<file path="src/logic/servo_stop_pkg.sv">
package servo_stop_pkg;

    // Object indexes of the drive's dictionary.
    localparam logic [15:0] OBJ_STATE_WORD   = 16'h6041;
    localparam logic [15:0] OBJ_QUICK_STOP   = 16'h605a;
    localparam logic [15:0] OBJ_SERVO_OFF    = 16'h605c;
    localparam logic [15:0] OBJ_HALT         = 16'h605d;
    localparam logic [15:0] OBJ_FAULT_STOP   = 16'h605e;
    localparam logic [15:0] OBJ_MODE_SELECT  = 16'h6060;
    localparam logic [15:0] OBJ_MODE_DISPLAY = 16'h6061;

    // Reset values.
    localparam logic [15:0] RST_STATE_WORD = 16'h0000;
    localparam logic [15:0] RST_QUICK_STOP = 16'h0002;
    localparam logic [15:0] RST_SERVO_OFF  = 16'h0000;
    localparam logic [15:0] RST_HALT       = 16'h0001;
    localparam logic [15:0] RST_FAULT_STOP = 16'h0002;
    localparam logic [7:0]  RST_MODE       = 8'h00;

    // Operation mode codes.
    localparam logic [7:0] MODE_PROFILE_POSITION = 8'h01;
    localparam logic [7:0] MODE_PROFILE_VELOCITY = 8'h03;
    localparam logic [7:0] MODE_PROFILE_TORQUE   = 8'h04;
    localparam logic [7:0] MODE_HOMING           = 8'h06;
    localparam logic [7:0] MODE_CYCLIC_POSITION  = 8'h08;
    localparam logic [7:0] MODE_CYCLIC_VELOCITY  = 8'h09;
    localparam logic [7:0] MODE_CYCLIC_TORQUE    = 8'h0a;

    typedef enum logic [2:0] {
        METHOD_COAST,
        METHOD_PROFILE_RAMP,
        METHOD_HOMING_RAMP,
        METHOD_QUICK_RAMP,
        METHOD_EMERGENCY_TORQUE,
        METHOD_ZERO_SPEED,
        METHOD_DYNAMIC_BRAKE,
        METHOD_TORQUE_SLOPE
    } stop_method_t;

    typedef enum logic [1:0] {
        FINAL_NONE,
        FINAL_DEENERGIZED,
        FINAL_POSITION_LOCK,
        FINAL_DYNAMIC_BRAKING
    } final_state_t;

endpackage

</file>
<file path="src/logic/servo_stop_mode_selector.sv">
// Operation
// RQ1: Quick-stop setting is signed, legal 0 to 7, reset value 2.
// RQ2: Quick-stop 0..3 stop by coast, profile, quick ramp or torque, then off.
// RQ3: Quick-stop 5..7 stop as 1..3 then hold position lock; 4 is illegal.
// RQ4: Brake enabled and quick-stop below 4 forces quick ramp then off.
// RQ5: Servo-off setting is signed, legal -4 to 2, reset value 0.
// RQ6: Servo-off -4..-1 stop by several methods then keep dynamic braking.
// RQ7: Servo-off 0..2 stop by coast, profile ramp or braking, then off.
// RQ8: Halt setting is 1 to 3, reset 1, and always ends in position lock.
// RQ9: In profile torque mode every halt value uses the torque slope.
// RQ10: Fault-stop setting is signed, legal -5 to 4, reset value 2.
// RQ11: Fault-stop -5..-1 stop by several methods then keep braking.
// RQ12: Fault-stop 0..4 stop by several methods then leave the motor off.
// RQ13: Brake output enabled forces fault stops to quick ramp and braking.
// RQ14: Mode selector is a byte, reset 0, accepting 1,3,4,6,8,9,10.
// RQ15: A bad mode is refused with an error by service data, ignored by PDO.
// RQ16: The mode in effect is shown in a separate read-only object.
// RQ17: Stop settings change only while the motor is stopped.
module servo_stop_mode_selector (
    input  wire logic                         ref_clk,      // Drive clock.
    input  wire logic                         rst_n,        // Async reset.
    input  wire logic                         objWrite,     // Write strobe.
    input  wire logic                         objRead,      // Read strobe.
    input  wire logic                         objViaPdo,    // Cyclic path.
    input  wire logic [15:0]                  objIndex,     // Object index.
    input  wire logic [15:0]                  objWdata,     // Write data.
    output logic      [15:0]                  objRdata,     // Read data.
    output logic                              objAck,       // Answer pulse.
    output logic                              objError,     // Refused.
    input  wire logic [15:0]                  driveStatus,  // State word.
    input  wire logic                         motorStopped, // Motor at rest.
    input  wire logic                         brakeEnable,  // Brake output.
    input  wire logic                         quickStopReq, // Quick stop.
    input  wire logic                         servoOffReq,  // Servo-on off.
    input  wire logic                         haltReq,      // Halt.
    input  wire logic                         faultReq,     // Class-two fault.
    output servo_stop_pkg::stop_method_t      stopMethod,   // Decel method.
    output servo_stop_pkg::final_state_t      finalState,   // After stop.
    output logic                              stopValid,    // New decision.
    output logic      [7:0]                   modeDisplay   // Mode in effect.
);

    logic [15:0] quickStop, next_quickStop;
    logic [15:0] servoOff, next_servoOff;
    logic [15:0] haltMode, next_haltMode;
    logic [15:0] faultStop, next_faultStop;
    logic [7:0]  opMode, next_opMode;
    logic [15:0] stateWord, next_stateWord;
    logic [7:0]  next_modeDisplay;
    logic [15:0] next_objRdata;
    logic        next_objAck, next_objError, next_stopValid;
    servo_stop_pkg::stop_method_t next_stopMethod, profRamp;
    servo_stop_pkg::final_state_t next_finalState;
    logic signed [15:0] wv, qs, so, hm, fs;
    logic        modeOk, stopObj, accept, refuse;

    assign wv = objWdata;
    assign qs = quickStop;
    assign so = servoOff;
    assign hm = haltMode;
    assign fs = faultStop;

    always_comb begin
        case (objWdata)
            16'(servo_stop_pkg::MODE_PROFILE_POSITION),
            16'(servo_stop_pkg::MODE_PROFILE_VELOCITY),
            16'(servo_stop_pkg::MODE_PROFILE_TORQUE),
            16'(servo_stop_pkg::MODE_HOMING),
            16'(servo_stop_pkg::MODE_CYCLIC_POSITION),
            16'(servo_stop_pkg::MODE_CYCLIC_VELOCITY),
            16'(servo_stop_pkg::MODE_CYCLIC_TORQUE): modeOk = 1'b1; // RQ14
            default: modeOk = 1'b0;
        endcase
    end

    // Object access: write checks, read mux, answer one cycle later.
    always_comb begin
        next_quickStop = quickStop;
        next_servoOff  = servoOff;
        next_haltMode  = haltMode;
        next_faultStop = faultStop;
        next_opMode    = opMode;
        next_stateWord = driveStatus;
        next_modeDisplay = opMode; // RQ16
        next_objRdata  = objRdata;
        next_objAck    = objWrite | objRead;
        next_objError  = 1'b0;
        stopObj = 1'b0;
        accept  = 1'b0;
        case (objIndex)
            servo_stop_pkg::OBJ_QUICK_STOP: begin
                stopObj = 1'b1;
                accept  = wv >= 0 && wv <= 7 && wv != 4; // RQ1 RQ3
            end
            servo_stop_pkg::OBJ_SERVO_OFF: begin
                stopObj = 1'b1;
                accept  = wv >= -4 && wv <= 2; // RQ5
            end
            servo_stop_pkg::OBJ_HALT: begin
                stopObj = 1'b1;
                accept  = wv >= 1 && wv <= 3; // RQ8
            end
            servo_stop_pkg::OBJ_FAULT_STOP: begin
                stopObj = 1'b1;
                accept  = wv >= -5 && wv <= 4; // RQ10
            end
            servo_stop_pkg::OBJ_MODE_SELECT: accept = modeOk; // RQ14
            default: accept = 1'b0;
        endcase
        if (stopObj && !motorStopped) begin
            accept = 1'b0; // RQ17
        end
        // Bad values over the cyclic path are dropped silently.
        refuse = !accept && !objViaPdo; // RQ15
        if (objWrite) begin
            next_objError = refuse;
            if (accept) begin
                case (objIndex)
                    servo_stop_pkg::OBJ_QUICK_STOP:  next_quickStop = objWdata;
                    servo_stop_pkg::OBJ_SERVO_OFF:   next_servoOff = objWdata;
                    servo_stop_pkg::OBJ_HALT:        next_haltMode = objWdata;
                    servo_stop_pkg::OBJ_FAULT_STOP:  next_faultStop = objWdata;
                    servo_stop_pkg::OBJ_MODE_SELECT:
                        next_opMode = objWdata[7:0];
                    default: next_opMode = opMode;
                endcase
            end
        end else if (objRead) begin
            next_objRdata = 16'h0000;
            case (objIndex)
                servo_stop_pkg::OBJ_STATE_WORD:   next_objRdata = stateWord;
                servo_stop_pkg::OBJ_QUICK_STOP:   next_objRdata = quickStop;
                servo_stop_pkg::OBJ_SERVO_OFF:    next_objRdata = servoOff;
                servo_stop_pkg::OBJ_HALT:         next_objRdata = haltMode;
                servo_stop_pkg::OBJ_FAULT_STOP:   next_objRdata = faultStop;
                servo_stop_pkg::OBJ_MODE_SELECT:
                    next_objRdata = {8'h00, opMode};
                servo_stop_pkg::OBJ_MODE_DISPLAY:
                    next_objRdata = {8'h00, modeDisplay};
                default: next_objError = 1'b1;
            endcase
        end
    end

    // Stop decision; a fault outranks quick stop, servo-off and halt.
    always_comb begin
        profRamp = (modeDisplay == servo_stop_pkg::MODE_HOMING) ?
                   servo_stop_pkg::METHOD_HOMING_RAMP :
                   servo_stop_pkg::METHOD_PROFILE_RAMP; // RQ2
        next_stopMethod = stopMethod;
        next_finalState = finalState;
        next_stopValid  = faultReq | quickStopReq | servoOffReq | haltReq;
        if (faultReq) begin
            next_finalState = (fs < 0) ?
                              servo_stop_pkg::FINAL_DYNAMIC_BRAKING :
                              servo_stop_pkg::FINAL_DEENERGIZED; // RQ11 RQ12
            case (fs)
                -16'sd5: next_stopMethod = servo_stop_pkg::METHOD_ZERO_SPEED;
                -16'sd4:
                    next_stopMethod = servo_stop_pkg::METHOD_EMERGENCY_TORQUE;
                -16'sd3: next_stopMethod = servo_stop_pkg::METHOD_QUICK_RAMP;
                -16'sd2: next_stopMethod = profRamp;
                -16'sd1:
                    next_stopMethod = servo_stop_pkg::METHOD_DYNAMIC_BRAKE;
                16'sd0:  next_stopMethod = servo_stop_pkg::METHOD_COAST;
                16'sd1:  next_stopMethod = profRamp;
                16'sd2:  next_stopMethod = servo_stop_pkg::METHOD_QUICK_RAMP;
                16'sd3:
                    next_stopMethod = servo_stop_pkg::METHOD_EMERGENCY_TORQUE;
                default:
                    next_stopMethod = servo_stop_pkg::METHOD_DYNAMIC_BRAKE;
            endcase
            if (brakeEnable) begin // RQ13
                next_stopMethod = servo_stop_pkg::METHOD_QUICK_RAMP; // RQ13
                next_finalState = servo_stop_pkg::FINAL_DYNAMIC_BRAKING;
            end
        end else if (quickStopReq) begin
            next_finalState = (qs > 4) ? servo_stop_pkg::FINAL_POSITION_LOCK :
                              servo_stop_pkg::FINAL_DEENERGIZED; // RQ2 RQ3
            case (qs)
                16'sd0:         next_stopMethod = servo_stop_pkg::METHOD_COAST;
                16'sd1, 16'sd5: next_stopMethod = profRamp;
                16'sd2, 16'sd6:
                    next_stopMethod = servo_stop_pkg::METHOD_QUICK_RAMP;
                default:
                    next_stopMethod = servo_stop_pkg::METHOD_EMERGENCY_TORQUE;
            endcase
            if (brakeEnable && qs < 4) begin
                next_stopMethod = servo_stop_pkg::METHOD_QUICK_RAMP; // RQ4
                next_finalState = servo_stop_pkg::FINAL_DEENERGIZED; // RQ4
            end
        end else if (servoOffReq) begin
            next_finalState = (so < 0) ?
                              servo_stop_pkg::FINAL_DYNAMIC_BRAKING :
                              servo_stop_pkg::FINAL_DEENERGIZED; // RQ6 RQ7
            case (so)
                -16'sd4: next_stopMethod = servo_stop_pkg::METHOD_QUICK_RAMP;
                -16'sd3: next_stopMethod = servo_stop_pkg::METHOD_ZERO_SPEED;
                -16'sd2: next_stopMethod = profRamp;
                16'sd0:  next_stopMethod = servo_stop_pkg::METHOD_COAST;
                16'sd1:  next_stopMethod = profRamp;
                default:
                    next_stopMethod = servo_stop_pkg::METHOD_DYNAMIC_BRAKE;
            endcase
        end else if (haltReq) begin
            next_finalState = servo_stop_pkg::FINAL_POSITION_LOCK; // RQ8
            case (hm)
                16'sd2:  next_stopMethod = servo_stop_pkg::METHOD_QUICK_RAMP;
                16'sd3:
                    next_stopMethod = servo_stop_pkg::METHOD_EMERGENCY_TORQUE;
                default: next_stopMethod = profRamp;
            endcase
            if (modeDisplay == servo_stop_pkg::MODE_PROFILE_TORQUE) begin
                next_stopMethod = servo_stop_pkg::METHOD_TORQUE_SLOPE; // RQ9
            end
        end
    end

    always_ff @(posedge ref_clk or negedge rst_n) begin
        if (!rst_n) begin
            quickStop   <= servo_stop_pkg::RST_QUICK_STOP;
            servoOff    <= servo_stop_pkg::RST_SERVO_OFF;
            haltMode    <= servo_stop_pkg::RST_HALT;
            faultStop   <= servo_stop_pkg::RST_FAULT_STOP;
            opMode      <= servo_stop_pkg::RST_MODE;
            stateWord   <= servo_stop_pkg::RST_STATE_WORD;
            modeDisplay <= servo_stop_pkg::RST_MODE;
            objRdata    <= 16'h0000;
            objAck      <= 1'b0;
            objError    <= 1'b0;
            stopMethod  <= servo_stop_pkg::METHOD_COAST;
            finalState  <= servo_stop_pkg::FINAL_NONE;
            stopValid   <= 1'b0;
        end else begin
            quickStop   <= next_quickStop;
            servoOff    <= next_servoOff;
            haltMode    <= next_haltMode;
            faultStop   <= next_faultStop;
            opMode      <= next_opMode;
            stateWord   <= next_stateWord;
            modeDisplay <= next_modeDisplay;
            objRdata    <= next_objRdata;
            objAck      <= next_objAck;
            objError    <= next_objError;
            stopMethod  <= next_stopMethod;
            finalState  <= next_finalState;
            stopValid   <= next_stopValid;
        end
    end

    property p_qs_range;
        @(posedge ref_clk) disable iff (!rst_n)
        objWrite && !objViaPdo && objIndex == servo_stop_pkg::OBJ_QUICK_STOP
            && objWdata == 16'h0004
        |=> objAck && objError && $stable(quickStop);
    endproperty
    a_qs_range: assert property (p_qs_range) // RQ1
        else $error("quick-stop value 4 was not refused");

    property p_qs_lock;
        @(posedge ref_clk) disable iff (!rst_n)
        quickStopReq && !faultReq && quickStop == 16'h0006
        |=> stopValid && stopMethod == servo_stop_pkg::METHOD_QUICK_RAMP
            && finalState == servo_stop_pkg::FINAL_POSITION_LOCK;
    endproperty
    a_qs_lock: assert property (p_qs_lock) // RQ3
        else $error("quick-stop 6 did not give ramp with position lock");

    property p_qs_brake;
        @(posedge ref_clk) disable iff (!rst_n)
        quickStopReq && !faultReq && brakeEnable && $signed(quickStop) < 4
        |=> stopMethod == servo_stop_pkg::METHOD_QUICK_RAMP
            && finalState == servo_stop_pkg::FINAL_DEENERGIZED;
    endproperty
    a_qs_brake: assert property (p_qs_brake) // RQ4
        else $error("brake did not force quick ramp on quick stop");

    property p_so_dyn;
        @(posedge ref_clk) disable iff (!rst_n)
        servoOffReq && !faultReq && !quickStopReq && $signed(servoOff) < 0
        |=> finalState == servo_stop_pkg::FINAL_DYNAMIC_BRAKING;
    endproperty
    a_so_dyn: assert property (p_so_dyn) // RQ6
        else $error("negative servo-off value did not keep braking");

    property p_halt_pt;
        @(posedge ref_clk) disable iff (!rst_n)
        haltReq && !faultReq && !quickStopReq && !servoOffReq
            && modeDisplay == servo_stop_pkg::MODE_PROFILE_TORQUE
        |=> stopMethod == servo_stop_pkg::METHOD_TORQUE_SLOPE
            && finalState == servo_stop_pkg::FINAL_POSITION_LOCK;
    endproperty
    a_halt_pt: assert property (p_halt_pt) // RQ9
        else $error("halt in torque mode did not use the torque slope");

    property p_fault_brake;
        @(posedge ref_clk) disable iff (!rst_n)
        faultReq && brakeEnable
        |=> stopMethod == servo_stop_pkg::METHOD_QUICK_RAMP
            && finalState == servo_stop_pkg::FINAL_DYNAMIC_BRAKING;
    endproperty
    a_fault_brake: assert property (p_fault_brake) // RQ13
        else $error("brake did not override the fault stop");

    property p_mode_pdo;
        @(posedge ref_clk) disable iff (!rst_n)
        objWrite && objViaPdo && objIndex == servo_stop_pkg::OBJ_MODE_SELECT
            && !modeOk
        |=> objAck && !objError && $stable(opMode);
    endproperty
    a_mode_pdo: assert property (p_mode_pdo) // RQ15
        else $error("bad cyclic mode write was not ignored");

    property p_mode_disp;
        @(posedge ref_clk) disable iff (!rst_n)
        objWrite && objIndex == servo_stop_pkg::OBJ_MODE_SELECT && modeOk
        |-> ##2 modeDisplay == $past(objWdata[7:0], 2);
    endproperty
    a_mode_disp: assert property (p_mode_disp) // RQ16
        else $error("mode display did not follow an accepted mode");

    property p_run_reject;
        @(posedge ref_clk) disable iff (!rst_n)
        objWrite && !objViaPdo && !motorStopped
            && objIndex == servo_stop_pkg::OBJ_FAULT_STOP
        |=> objError && $stable(faultStop);
    endproperty
    a_run_reject: assert property (p_run_reject) // RQ17
        else $error("stop setting changed while the motor ran");

endmodule // servo_stop_mode_selector

</file>
<file path="config.mk">
export PLATFORM = sky130hd
export DESIGN_NAME = servo_stop_mode_selector
export DESIGN_NICKNAME = d
export VERILOG_FILES = /design/src/logic/servo_stop_pkg.sv /design/src/logic/servo_stop_mode_selector.sv
export SDC_FILE = /design/constraint.sdc
export NUM_CORES = 1
export LEC_CHECK = 0
export BUFFER_PORTS_ARGS = -buffer_cell sky130_fd_sc_hd__buf_2
export CAP_MARGIN = 20
export CORE_ASPECT_RATIO = 0.9
export CORE_MARGIN = 2
export CORE_UTILIZATION = 40
export DETAILED_ROUTE_END_ITERATION = 12
export SLEW_MARGIN = 20
export SYNTH_ARGS = -nofsm -noshare
export SYNTH_HDL_FRONTEND = slang
export SYNTH_SLANG_ARGS = --single-unit
</file>
<file path="constraint.sdc">
create_clock -name ref_clk -period 2.46 [get_ports ref_clk]
set_clock_uncertainty 0.15 [all_clocks]
set_input_delay 0.369 -clock ref_clk [delete_from_list [all_inputs] [get_ports ref_clk]]
set_output_delay 0.369 -clock ref_clk [all_outputs]
set_load 0.03 [all_outputs]
</file>
## After elaboration in Yosys (flattened, before gate mapping)

Index checks and enable logic that the tools add are counted.
Widths: inputs -> output; s select.

| word-level totals | value |
|---|---|
| output and inout bits | 32 |
| bits in registers | 120 |
| word-level logic and storage cells | 123 |
| input port bits | 59 |

| operators by class | value |
|---|---|
| mux-type cells | 29 |
| bitwise operators | 5 |
| equal/unequal tests | 34 |
| $lt $le $gt $ge | 12 |
| reduce and logical (&&, ||, !) cells | 30 |

Operators by type and width:

| kind | number |
|---|---|
| $eq 16x15->1 const B | 7 |
| $eq 16x16->1 const B | 7 |
| $pmux 16 s7 | 1 |
| $eq 16x2->1 const B | 6 |
| $eq 16x1->1 const B | 4 |
| $eq 16x3->1 const B | 4 |
| $eq 16x4->1 const B | 3 |
| $logic_not 16->1 | 3 |
| $le 16x3->1 const B | 2 |
| $le 16x4->1 const B | 2 |
| $lt 16x1->1 const B | 2 |
| $mux 3 | 7 |
| $mux 2 | 10 |
| $eq 8x3->1 const B | 2 |
| $ge 16x1->1 const B | 1 |
| $ge 16x2->1 const B | 1 |
| $ge 16x3->1 const B | 1 |
| $ge 16x4->1 const B | 1 |
| $gt 16x4->1 const B | 1 |
| $lt 16x4->1 const B | 1 |
| $ne 16x4->1 const B | 1 |
| $pmux 3 s5 | 1 |
| $reduce_and 3->1 | 5 |
| $reduce_or 7->1 | 2 |
| 13 further kinds | 35 |

## Logic depth before layout (Yosys ltp)

Gate-level depths: netlist of the first run.

| depth | value |
|---|---|
| word-level depth | 8 |
| mapped depth | 9 |
| gate-level depth less buffers | 6 |

## Worst setup path after synthesis of the first run

Ideal clock, no wire load.

| path | value |
|---|---|
| kind | input to register |
| start | input objIndex[7] |
| end | register haltMode[1] |
| arrival time | 2,319 ps |
| path slack | -137 ps |
| cell stages on the path | 7 |
| data required time | 2,182 ps |
| library setup time | 128 ps |
| path through | or4b_4 nor4_4 o211ai_1 a21oi_1 buf_4 o31a_2 mux2_1 |

| on the way | value |
|---|---|
| longest elaborated chain between the ends | 6 |

RTL lines:

| item | RTL line | RTL |
|---|---|---|
| start: declaration | servo_stop_mode_selector.sv:25 | `input wire logic [15:0] objIndex,` |
| $eq 16x15->1 (on tied branches) | servo_stop_mode_selector.sv:90, servo_stop_mode_selector.sv:118 |  |
| $reduce_or 4->1 (no source line) | - |  |
| $mux 1 | servo_stop_mode_selector.sv:90 | `case (objIndex)` |
| $logic_and 1x1->1 | servo_stop_mode_selector.sv:110 | `if (stopObj && !motorStopped) begin` |
| $mux 1 | servo_stop_mode_selector.sv:110 |  |
| $reduce_and 3->1 (no source line) * | - |  |
| end signal: assignment | servo_stop_mode_selector.sv:223 | `haltMode <= servo_stop_pkg::RST_HALT;` |
| end signal: assignment | servo_stop_mode_selector.sv:237 | `haltMode <= next_haltMode;` |
| end: declaration | servo_stop_mode_selector.sv:45 | `logic [15:0] haltMode, next_haltMode;` |

Every way passes the cells marked *; elsewhere a longest branch is shown, timed or not.
A chain may end at the register's enable or synchronous reset.

## Worst setup path after layout of the first run

| path | value |
|---|---|
| start | input objIndex[10] |
| end | register faultStop[5] |

| on the way | value |
|---|---|
| longest elaborated chain between the ends | 6 |

RTL lines:

| item | RTL line | RTL |
|---|---|---|
| $eq 16x15->1 (on tied branches) | servo_stop_mode_selector.sv:90, servo_stop_mode_selector.sv:118 |  |
| $reduce_or 4->1 (no source line) | - |  |
| $mux 1 | servo_stop_mode_selector.sv:90 |  |
| $logic_and 1x1->1 | servo_stop_mode_selector.sv:110 |  |
| $mux 1 | servo_stop_mode_selector.sv:110 |  |
| $reduce_and 3->1 (no source line) * | - |  |
| end signal: assignment | servo_stop_mode_selector.sv:224 | `faultStop <= servo_stop_pkg::RST_FAULT_STOP;` |
| end signal: assignment | servo_stop_mode_selector.sv:238 | `faultStop <= next_faultStop;` |
| end: declaration | servo_stop_mode_selector.sv:46 | `logic [15:0] faultStop, next_faultStop;` |

Marked as above.

==> results_dict.tcl, run 1 <==
set metrics [dict create \
    status "finished clean" \
    clockBufferDepth 2 \
    finalMaxSlewViolations 0 \
    post-route-period-util 0.946 \
    dieArea_sq_um 15200 \
    cp_data_required_time_ps 2640 \
    io_pins 91 \
    reg2reg_setup_slack_ps 260 \
    layout.cells.non_filler 873 \
    first_global_vias 4795 \
    routedWlPerCell_microns 18.2 \
    synth_area_sq_um 5690 \
    regToRegEndpoint "stopMethod[2]" \
    syn-num-nets 582 \
    grt_first_pass_wirelength_mm 25.4 \
    hpwlAfterDp_mm 11.9 \
    finalWirelength_mm 15.9 \
    final_hold_viol_count 0 \
    post_cts_buffers 0 \
    arrival_ps 2510 \
    grt_start_max_net_pins 67 \
    yosysWarnings 0 \
    core_area_sq_um 14000 \
    nNetsFinal 727 \
    grt_antenna_before_repair 0 \
    final.fill_count 1252 \
    async_flop_share 1.00 \
    fmax_ghz 0.430 \
    crit_type "input pin to flip-flop" \
    io_buffers 90 \
    path_max_fanout 21 \
    leakage_nw 3.79 \
    finalSetupViolCount 0 \
    layout_commonest_cell "dfrtp_1" \
    cts_sinks 120 \
    r2r_start "qs[7]" \
    worstSetupEndpoint "faultStop[5]" \
    first_pass_iters 5 \
    ys_types 64 \
    ant_nets 0 \
    layout_common_cells "dfrtp_1, buf_2, buf_4" \
    initial_core_util 0.408 \
    rsz0062_at_grt "false" \
    clk_latency_ps 420 \
    drv_cap 0 \
    die_y_microns 117 \
    synth_ff_type "dfrtp_1" \
    synth-edff-count 0 \
    place_inst 825 \
    drt_iter0_drc 362 \
    utilization 0.535 \
    worst_pin_slew_ps 693 \
    avgSynthCellArea_sq_um 10.9 \
    ff2ff_path_depth 6 \
    vdd_drop_max_mv 0.482 \
    powerDensity_nw_per_um2 641 \
    h-tree-depth 4 \
    crit_path_end_kind "flip-flop" \
    cts_root_buf "clkbuf_16" \
    diodes 0 \
    rows 41 \
    area.growth.synth_to_final_pct 31.3 \
    slew-limit-headroom 0.537 \
    drive_above_1_share 0.324 \
    crit_path_start "objIndex[10]" \
    layout_min_cycle_time_ps 2330 \
    avgViaCountPerCell 5.51 \
    die-width_microns 130 \
    vias 4814 \
    dpl_cell_area_sq_um 6680 \
    path_clk_slew_ps 50 \
    gp_congestion 0.875 \
    syn_inst 523 \
    cts_tree "built" \
    synth_seq_cells 120 \
    ys_seq_area_frac 0.529 \
    grt_overflow 0 \
    start_kind "input pin" \
    hold_class "input pin to flip-flop" \
    cts_made_buffers 17 \
    design_area_sq_um 7470 \
    route.detailed.drc 0 \
    track_usage 0.222 \
]
==> sequential cells by signal, summed over array words and instances (netlist names) <==
| signal | count |
|---|---|
| faultStop | 16 |
| next_modeDisplay | 8 |
| modeDisplay | 8 |
| qs | 16 |
| stopMethod | 3 |
| haltMode | 16 |
| stopValid | 1 |
| objRdata | 16 |
| stateWord | 16 |
| servoOff | 16 |
| objError | 1 |
| finalState | 2 |
| objAck | 1 |
==> kinds of logic after synthesis <==
logic type / Yosys count / synth area share
multiplexers: 19 / 0.0354
AND/OR/NAND/NOR: 155 / 0.165
buffers and inverters: 69 / 0.0541
AO/OA/AOI/OAI: 160 / 0.217
flip-flops: 120 / 0.529
==> worst min path at each step <==
stage             from       endpoint  slack [ps]  cells past startpoint
3_3_place_gp     rst_n  stateWord[11]         170                      1
4_1_cts        objRead         objAck          80                      2
6_report       objRead         objAck         100                      2
3_5_place_dp     rst_n  stateWord[10]         180                      1
5_1_grt        objRead         objAck          80                      2
2_1_floorplan    rst_n   faultStop[0]         -80                      0
==> Yosys cell counts (all sizes together) (13+ instances only) <==
| cell type | count | area (sq um) |
|---|---|---|
| dfrtp | 117 | 2930 |
| o21ai | 42 | 285 |
| inv | 40 | 150 |
| a22oi | 21 | 158 |
| and2 | 21 | 131 |
| nor2b | 19 | 119 |
| nor4 | 19 | 149 |
| buf | 17 | 113 |
| nand2 | 17 | 63.8 |
| a21oi | 16 | 80.1 |
| a21o | 15 | 113 |
| nor2 | 15 | 56.3 |
| and3 | 13 | 81.3 |
| nand4 | 13 | 81.3 |
==> metal layers <==
layer  track usage  vias to the layer above  share of wire
met3        0.0523                       12          0.062
met2         0.335                      178           0.44
li1              -                     2244              -
met5             0                        -              0
met4        0.0645                        0          0.015
met1         0.320                     2380           0.49
==> report_power, final <==
group / internal [W] / switching (W) / total [W]
Clock: 0.00164 / 0.000888 / 0.00253
Combinational: 0.000103 / 0.000150 / 0.000253
Sequential: 0.00200 / 0.00000903 / 0.00201
==> stage by stage <==
| step | total power (W) | hold slack (ps) | TNS [ps] | setup WS (ps) |
|---|---|---|---|---|
| after floorplan | 0.00212 | -76.6 | -4190 | -124 |
| after global placement | 0.00227 | 166 | -14130 | -237 |
| after detailed placement | 0.00228 | 179 | -17360 | -286 |
| after CTS | 0.00481 | 83.9 | 0 | 90.0 |
| after global routing | 0.00493 | 84.7 | 0 | 16.1 |
| final | 0.00479 | 99.6 | 0 | 134 |
==> layout make-up <==
class / instances / area [sq um] / share of cell area
Sequential cell: 120 / 3010 / 0.403
Timing Repair Buffer: 155 / 1050 / 0.140
Clock buffer: 20 / 457 / 0.0612
Inverter: 40 / 150 / 0.0201
Clock inverter: 11 / 149 / 0.0199
Tap cell: 193 / 241 / 0.0323
Multi-Input combinational cell: 334 / 2420 / 0.324
==> critical path, cell delays in order <==
cell	delay, ps
buf_2	100
or4b_4	540
nor4_4	290
buf_4	180
and3_4	190
buf_4	250
and3_1	200
o311ai_2	130
buf_12	180
o21ai_1	80
==> what timing repair did <==
action                                  CTS  global route
hold buffers                             17             0
gates resized for setup                   1             2
hold endpoints to repair                 45             0
endpoints found under the setup margin    1             1
pin swaps                                 0             0
No activity file was read; power rests on OpenSTA's default activity.
==> run 2, diff against run 1 <==
--- a/config.mk
+++ b/config.mk
@@ -11,6 +11,7 @@
 export CORE_MARGIN = 2
 export CORE_UTILIZATION = 40
 export DETAILED_ROUTE_END_ITERATION = 12
+export PLACE_DENSITY_LB_ADDON = 0.2
 export SLEW_MARGIN = 20
 export SYNTH_ARGS = -nofsm -noshare
 export SYNTH_HDL_FRONTEND = slang
==> results_dict.tcl, run 2 (synthesized netlist as in run 1, its figures left out) <==
set metrics [dict create \
    cts_tree "built" \
    finalWirelength_mm 16.3 \
    post-route-period-util 0.936 \
    dieArea_sq_um 15200 \
    drive_above_1_share 0.316 \
    clockBufferDepth 2 \
    wl_met2_mm 7.32 \
    grt_first_pass_wirelength_mm 26.1 \
    clk_latency_ps 420 \
    crit_path_end_kind "flip-flop" \
    h-tree-depth 4 \
    vdd_drop_max_mv 0.482 \
    hold_class "input pin to flip-flop" \
    ant_nets 0 \
    cp_data_required_time_ps 2620 \
    grt_overflow 0 \
    path_max_fanout 8 \
    crit_type "input pin to flip-flop" \
    fmax_ghz 0.434 \
    layout_commonest_cell "dfrtp_1" \
    arrival_ps 2460 \
    io_buffers 90 \
    leakage_nw 3.75 \
    drt-met1-wl_mm 7.76 \
    status "finished clean" \
    worst_slack_ps 157 \
    track_usage 0.231 \
    initial_core_util 0.408 \
    cpPeakStageDelay_ps 550 \
    finalMaxSlewViolations 0 \
    powerDensity_nw_per_um2 605 \
    grt_antenna_before_repair 0 \
    hold_ws_ps 81.5 \
    die-width_microns 130 \
    final_hold_viol_count 0 \
    routedWlPerCell_microns 18.8 \
    cp_common_cell "buf_4" \
    pre_cts_ws_ps -271 \
    avgViaCountPerCell 5.55 \
    grt_start_max_net_pins 49 \
    first_pass_iters 5 \
    cts_made_buffers 17 \
    path_clk_slew_ps 60 \
    wl_met3_microns 942 \
    die_y_microns 117 \
    cts_sinks 120 \
    cpMaxStageDelayCell "or4b_4" \
    layout_common_cells "dfrtp_1, buf_2, inv_1" \
    worst_pin_slew_ps 742 \
    route.detailed.drc 0 \
    rows 41 \
    start_kind "input pin" \
    hpwlAfterDp_mm 12.1 \
    gp_congestion 0.904 \
    crit_family "simple AND/OR/NAND/NOR gates" \
    worstPathCellList "buf_2 > or4b_4 > buf_4 > nor4_4 > o2111ai_1 > a21oi_1 > buf_4 > o311ai_2 > mux2_2" \
    diodes 0 \
    regArea_sq_um 3010 \
    rsz0062_at_grt "false" \
    core_area_sq_um 14000 \
    area.growth.synth_to_final_pct 29.6 \
    first_global_vias 4789 \
    layout_min_cycle_time_ps 2300 \
    slew-limit-headroom 0.493 \
    routed.top_layer "met4" \
    nNetsFinal 721 \
    drt_iter0_drc 411 \
    vias 4819 \
    final.fill_count 1285 \
    finalSetupViolCount 0 \
    io_pins 91 \
    cts_root_buf "clkbuf_16" \
    multiInputGateArea_sq_um 2420 \
    drv_cap 0 \
    critPathBufInv 3 \
]
==> run 2: worst paths after layout <==
path	end	from	slack (ps)	cells past startpoint
max in group asynchronous	faultStop[1]	rst_n	1100	3
max reg2reg	stopMethod[1]	modeDisplay[6]	270	6
min reg2reg	modeDisplay[0]	next_modeDisplay[0]	260	0
min in group asynchronous	objRdata[9]	rst_n	360	2
max	next_modeDisplay[1]	objIndex[10]	160	9
min	objAck	objRead	80	2
==> run 2: area by class of cell <==
class                   instances  area share
repair buffers                149       0.139
multi-input cells             334       0.328
flip-flops and latches        120       0.408
clock inverters                12      0.0107
clock buffers                  20      0.0606
well taps                     193      0.0328
inverters                      40      0.0204
==> run 2: where the power goes <==
group	switching [W]	total, W	internal [W]
sequential	0.00000887	0.00201	0.00200
clock	0.000900	0.00220	0.00130
combinational	0.000150	0.000252	0.000102
==> run 2: worst register-to-register path, stage by stage, from the launching register on <==
cell and delay (ps):
dfrtp_1 400, or4b_4 590, nor3b_4 220, o21ai_0 110, and2_1 150, o211a_1 230
nor4_1 240
==> run 2: stage by stage <==
| stage | utilization | total power (W) | cells | setup TNS, ps | area [sq um] |
|---|---|---|---|---|---|
| floorplan | - | 0.00212 | 523 | -4190 | 5720 |
| global placement | 0.477 | 0.00227 | 819 | -12720 | 6660 |
| detailed placement | 0.477 | 0.00227 | 819 | -16440 | 6660 |
| CTS | 0.527 | 0.00449 | 868 | 0 | 7350 |
| global route | 0.528 | 0.00461 | 868 | 0 | 7370 |
| finish | 0.528 | 0.00446 | 868 | 0 | 7370 |
==> run 2: repair_timing <==
item / 4_1_cts / 5_1_grt
setup endpoints to repair: 0 / 2
setup buffers: 0 / 0
hold buffers: 17 / 0
resized for setup: 0 / 3
hold endpoints to repair: 61 / 0
==> run 2: layer usage <==
layer,track usage,vias to the layer above
met3,0.0550,20
met5,0,-
met4,0.0839,0
li1,-,2231
met2,0.347,184
met1,0.327,2384
==> run 3, diff against run 2 <==
--- a/config.mk
+++ b/config.mk
@@ -5,10 +5,10 @@
 export SDC_FILE = /design/constraint.sdc
 export NUM_CORES = 1
 export LEC_CHECK = 0
-export BUFFER_PORTS_ARGS = -buffer_cell sky130_fd_sc_hd__buf_2
+export BUFFER_PORTS_ARGS = -buffer_cell sky130_fd_sc_hd__clkbuf_2
 export CAP_MARGIN = 20
 export CORE_ASPECT_RATIO = 0.9
-export CORE_MARGIN = 2
+export CORE_MARGIN = 3
 export CORE_UTILIZATION = 40
 export DETAILED_ROUTE_END_ITERATION = 12
 export PLACE_DENSITY_LB_ADDON = 0.2
==> results_dict.tcl, run 3 (synthesized netlist as in run 1, its figures left out) <==
set metrics [dict create \
    critPathBufInv 4 \
    cts_root_buf "clkbuf_16" \
    nNetsFinal 728 \
    track_usage 0.219 \
    h-tree-depth 4 \
    first_global_vias 4837 \
    hold_class "input pin to flip-flop" \
    final.fill_count 1165 \
    path_clk_slew_ps 50 \
    io_buffers 90 \
    layout_common_cells "dfrtp_1, clkbuf_2, buf_4" \
    io_pins 91 \
    powerDensity_nw_per_um2 630 \
    routedWlPerCell_microns 18.8 \
    ant_nets 0 \
    drt_iter0_drc 384 \
    regToRegEndpoint "stopMethod[0]" \
    status "finished clean" \
    first_pass_iters 6 \
    area.growth.synth_to_final_pct 31.3 \
    crit_family "simple AND/OR/NAND/NOR gates" \
    ff2ff_path_depth 6 \
    avgViaCountPerCell 5.54 \
    fmax_ghz 0.425 \
    grt_start_max_net_pins 54 \
    gp_congestion 0.860 \
    post-route-period-util 0.957 \
    route.detailed.drc 0 \
    arrival_ps 2490 \
    finalWirelength_mm 16.4 \
    regArea_sq_um 3010 \
    start_kind "input pin" \
    crit_path_end_kind "flip-flop" \
    rsz0062_at_grt "false" \
    path_max_fanout 7 \
    worst_pin_slew_ps 714 \
    layout_commonest_cell "dfrtp_1" \
    cp_common_cell "buf_4" \
    drive_above_1_share 0.326 \
    initial_core_util 0.418 \
    vdd_drop_max_mv 0.498 \
    leakage_nw 3.79 \
    worstPathCellList "clkbuf_2 > or4b_4 > nor4_4 > buf_4 > and3_4 > o21a_4 > buf_4 > o2111a_4 > buf_12 > o21ai_1" \
    clockBufferDepth 2 \
    vias 4829 \
    cts_sinks 120 \
    cts_tree "built" \
    layout_min_cycle_time_ps 2350 \
    finalSetupViolCount 0 \
    crit_type "input pin to flip-flop" \
    rows 40 \
    multiInputGateArea_sq_um 2420 \
    reg2reg_setup_slack_ps 200 \
    cpMaxStageDelayCell "or4b_4" \
    cpPeakStageDelay_ps 550 \
    grt_antenna_before_repair 0 \
    core_area_sq_um 13600 \
    final_hold_viol_count 0 \
    die-width_microns 132 \
    die_y_microns 119 \
    clk_latency_ps 410 \
    finalMaxSlewViolations 0 \
    place_inst 822 \
    grt_first_pass_wirelength_mm 26.8 \
    hpwlAfterDp_mm 12.2 \
    grt_overflow 0 \
    layout.cells.non_filler 872 \
    crit_cells 10 \
    cp_data_required_time_ps 2600 \
    drv_cap 0 \
    r2r_start "faultStop[15]" \
    dieArea_sq_um 15700 \
    tns_ps 0 \
    post_cts_buffers 0 \
    worstSetupEndpoint "faultStop[5]" \
    slew-limit-headroom 0.524 \
    crit_path_start "objIndex[10]" \
    cts_made_buffers 17 \
]
==> run 3: timing repair <==
action | CTS | global route
hold endpoints to repair | 62 | 0
hold buffers | 17 | 0
setup endpoints to repair | 0 | 2
gates resized for setup | 0 | 5
==> run 3: layout make-up <==
cell class / instances / area share
diodes: 1 / 0.000335
clock buffers: 21 / 0.0630
clock inverters: 11 / 0.0164
inverters: 40 / 0.0201
multi-input cells: 334 / 0.324
flip-flops and latches: 120 / 0.403
well taps: 189 / 0.0317
repair buffers: 156 / 0.142
==> run 3: metal layers <==
metal / share of wire / global-route usage / vias up
met5: 0 / 0 / -
met4: 0.024 / 0.0768 / 0
met3: 0.071 / 0.0629 / 26
met2: 0.44 / 0.321 / 215
met1: 0.47 / 0.312 / 2343
li1: - / - / 2245
==> run 3: worst min-delay path by stage <==
stage	end	cells past startpoint	start	slack, ps
after detailed placement	modeDisplay[7]	0	next_modeDisplay[7]	240
final	objAck	2	objRead	60
after global routing	objAck	2	objRead	60
after floorplan	faultStop[0]	0	rst_n	-80
after global placement	modeDisplay[0]	0	next_modeDisplay[0]	240
after CTS	objAck	2	objRead	50
==> run 3: through the flow <==
step	utilization	power (W)	setup WS [ps]	area [sq um]	hold slack (ps)
finish	0.549	0.00471	107	7470	55.9
global route	0.549	0.00486	9.58	7470	59.6
CTS	0.547	0.00476	87.2	7440	46.0
detailed placement	0.491	0.00228	-293	6680	242
global placement	0.491	0.00227	-246	6680	237
floorplan	-	0.00212	-124	5720	-76.6
==> run 3: where the power goes <==
part | internal, W | switching, W | total (W)
logic | 0.000103 | 0.000151 | 0.000254
clock network | 0.00157 | 0.000879 | 0.00244
registers | 0.00200 | 0.00000996 | 0.00201
total | 0.00367 | 0.00104 | 0.00471
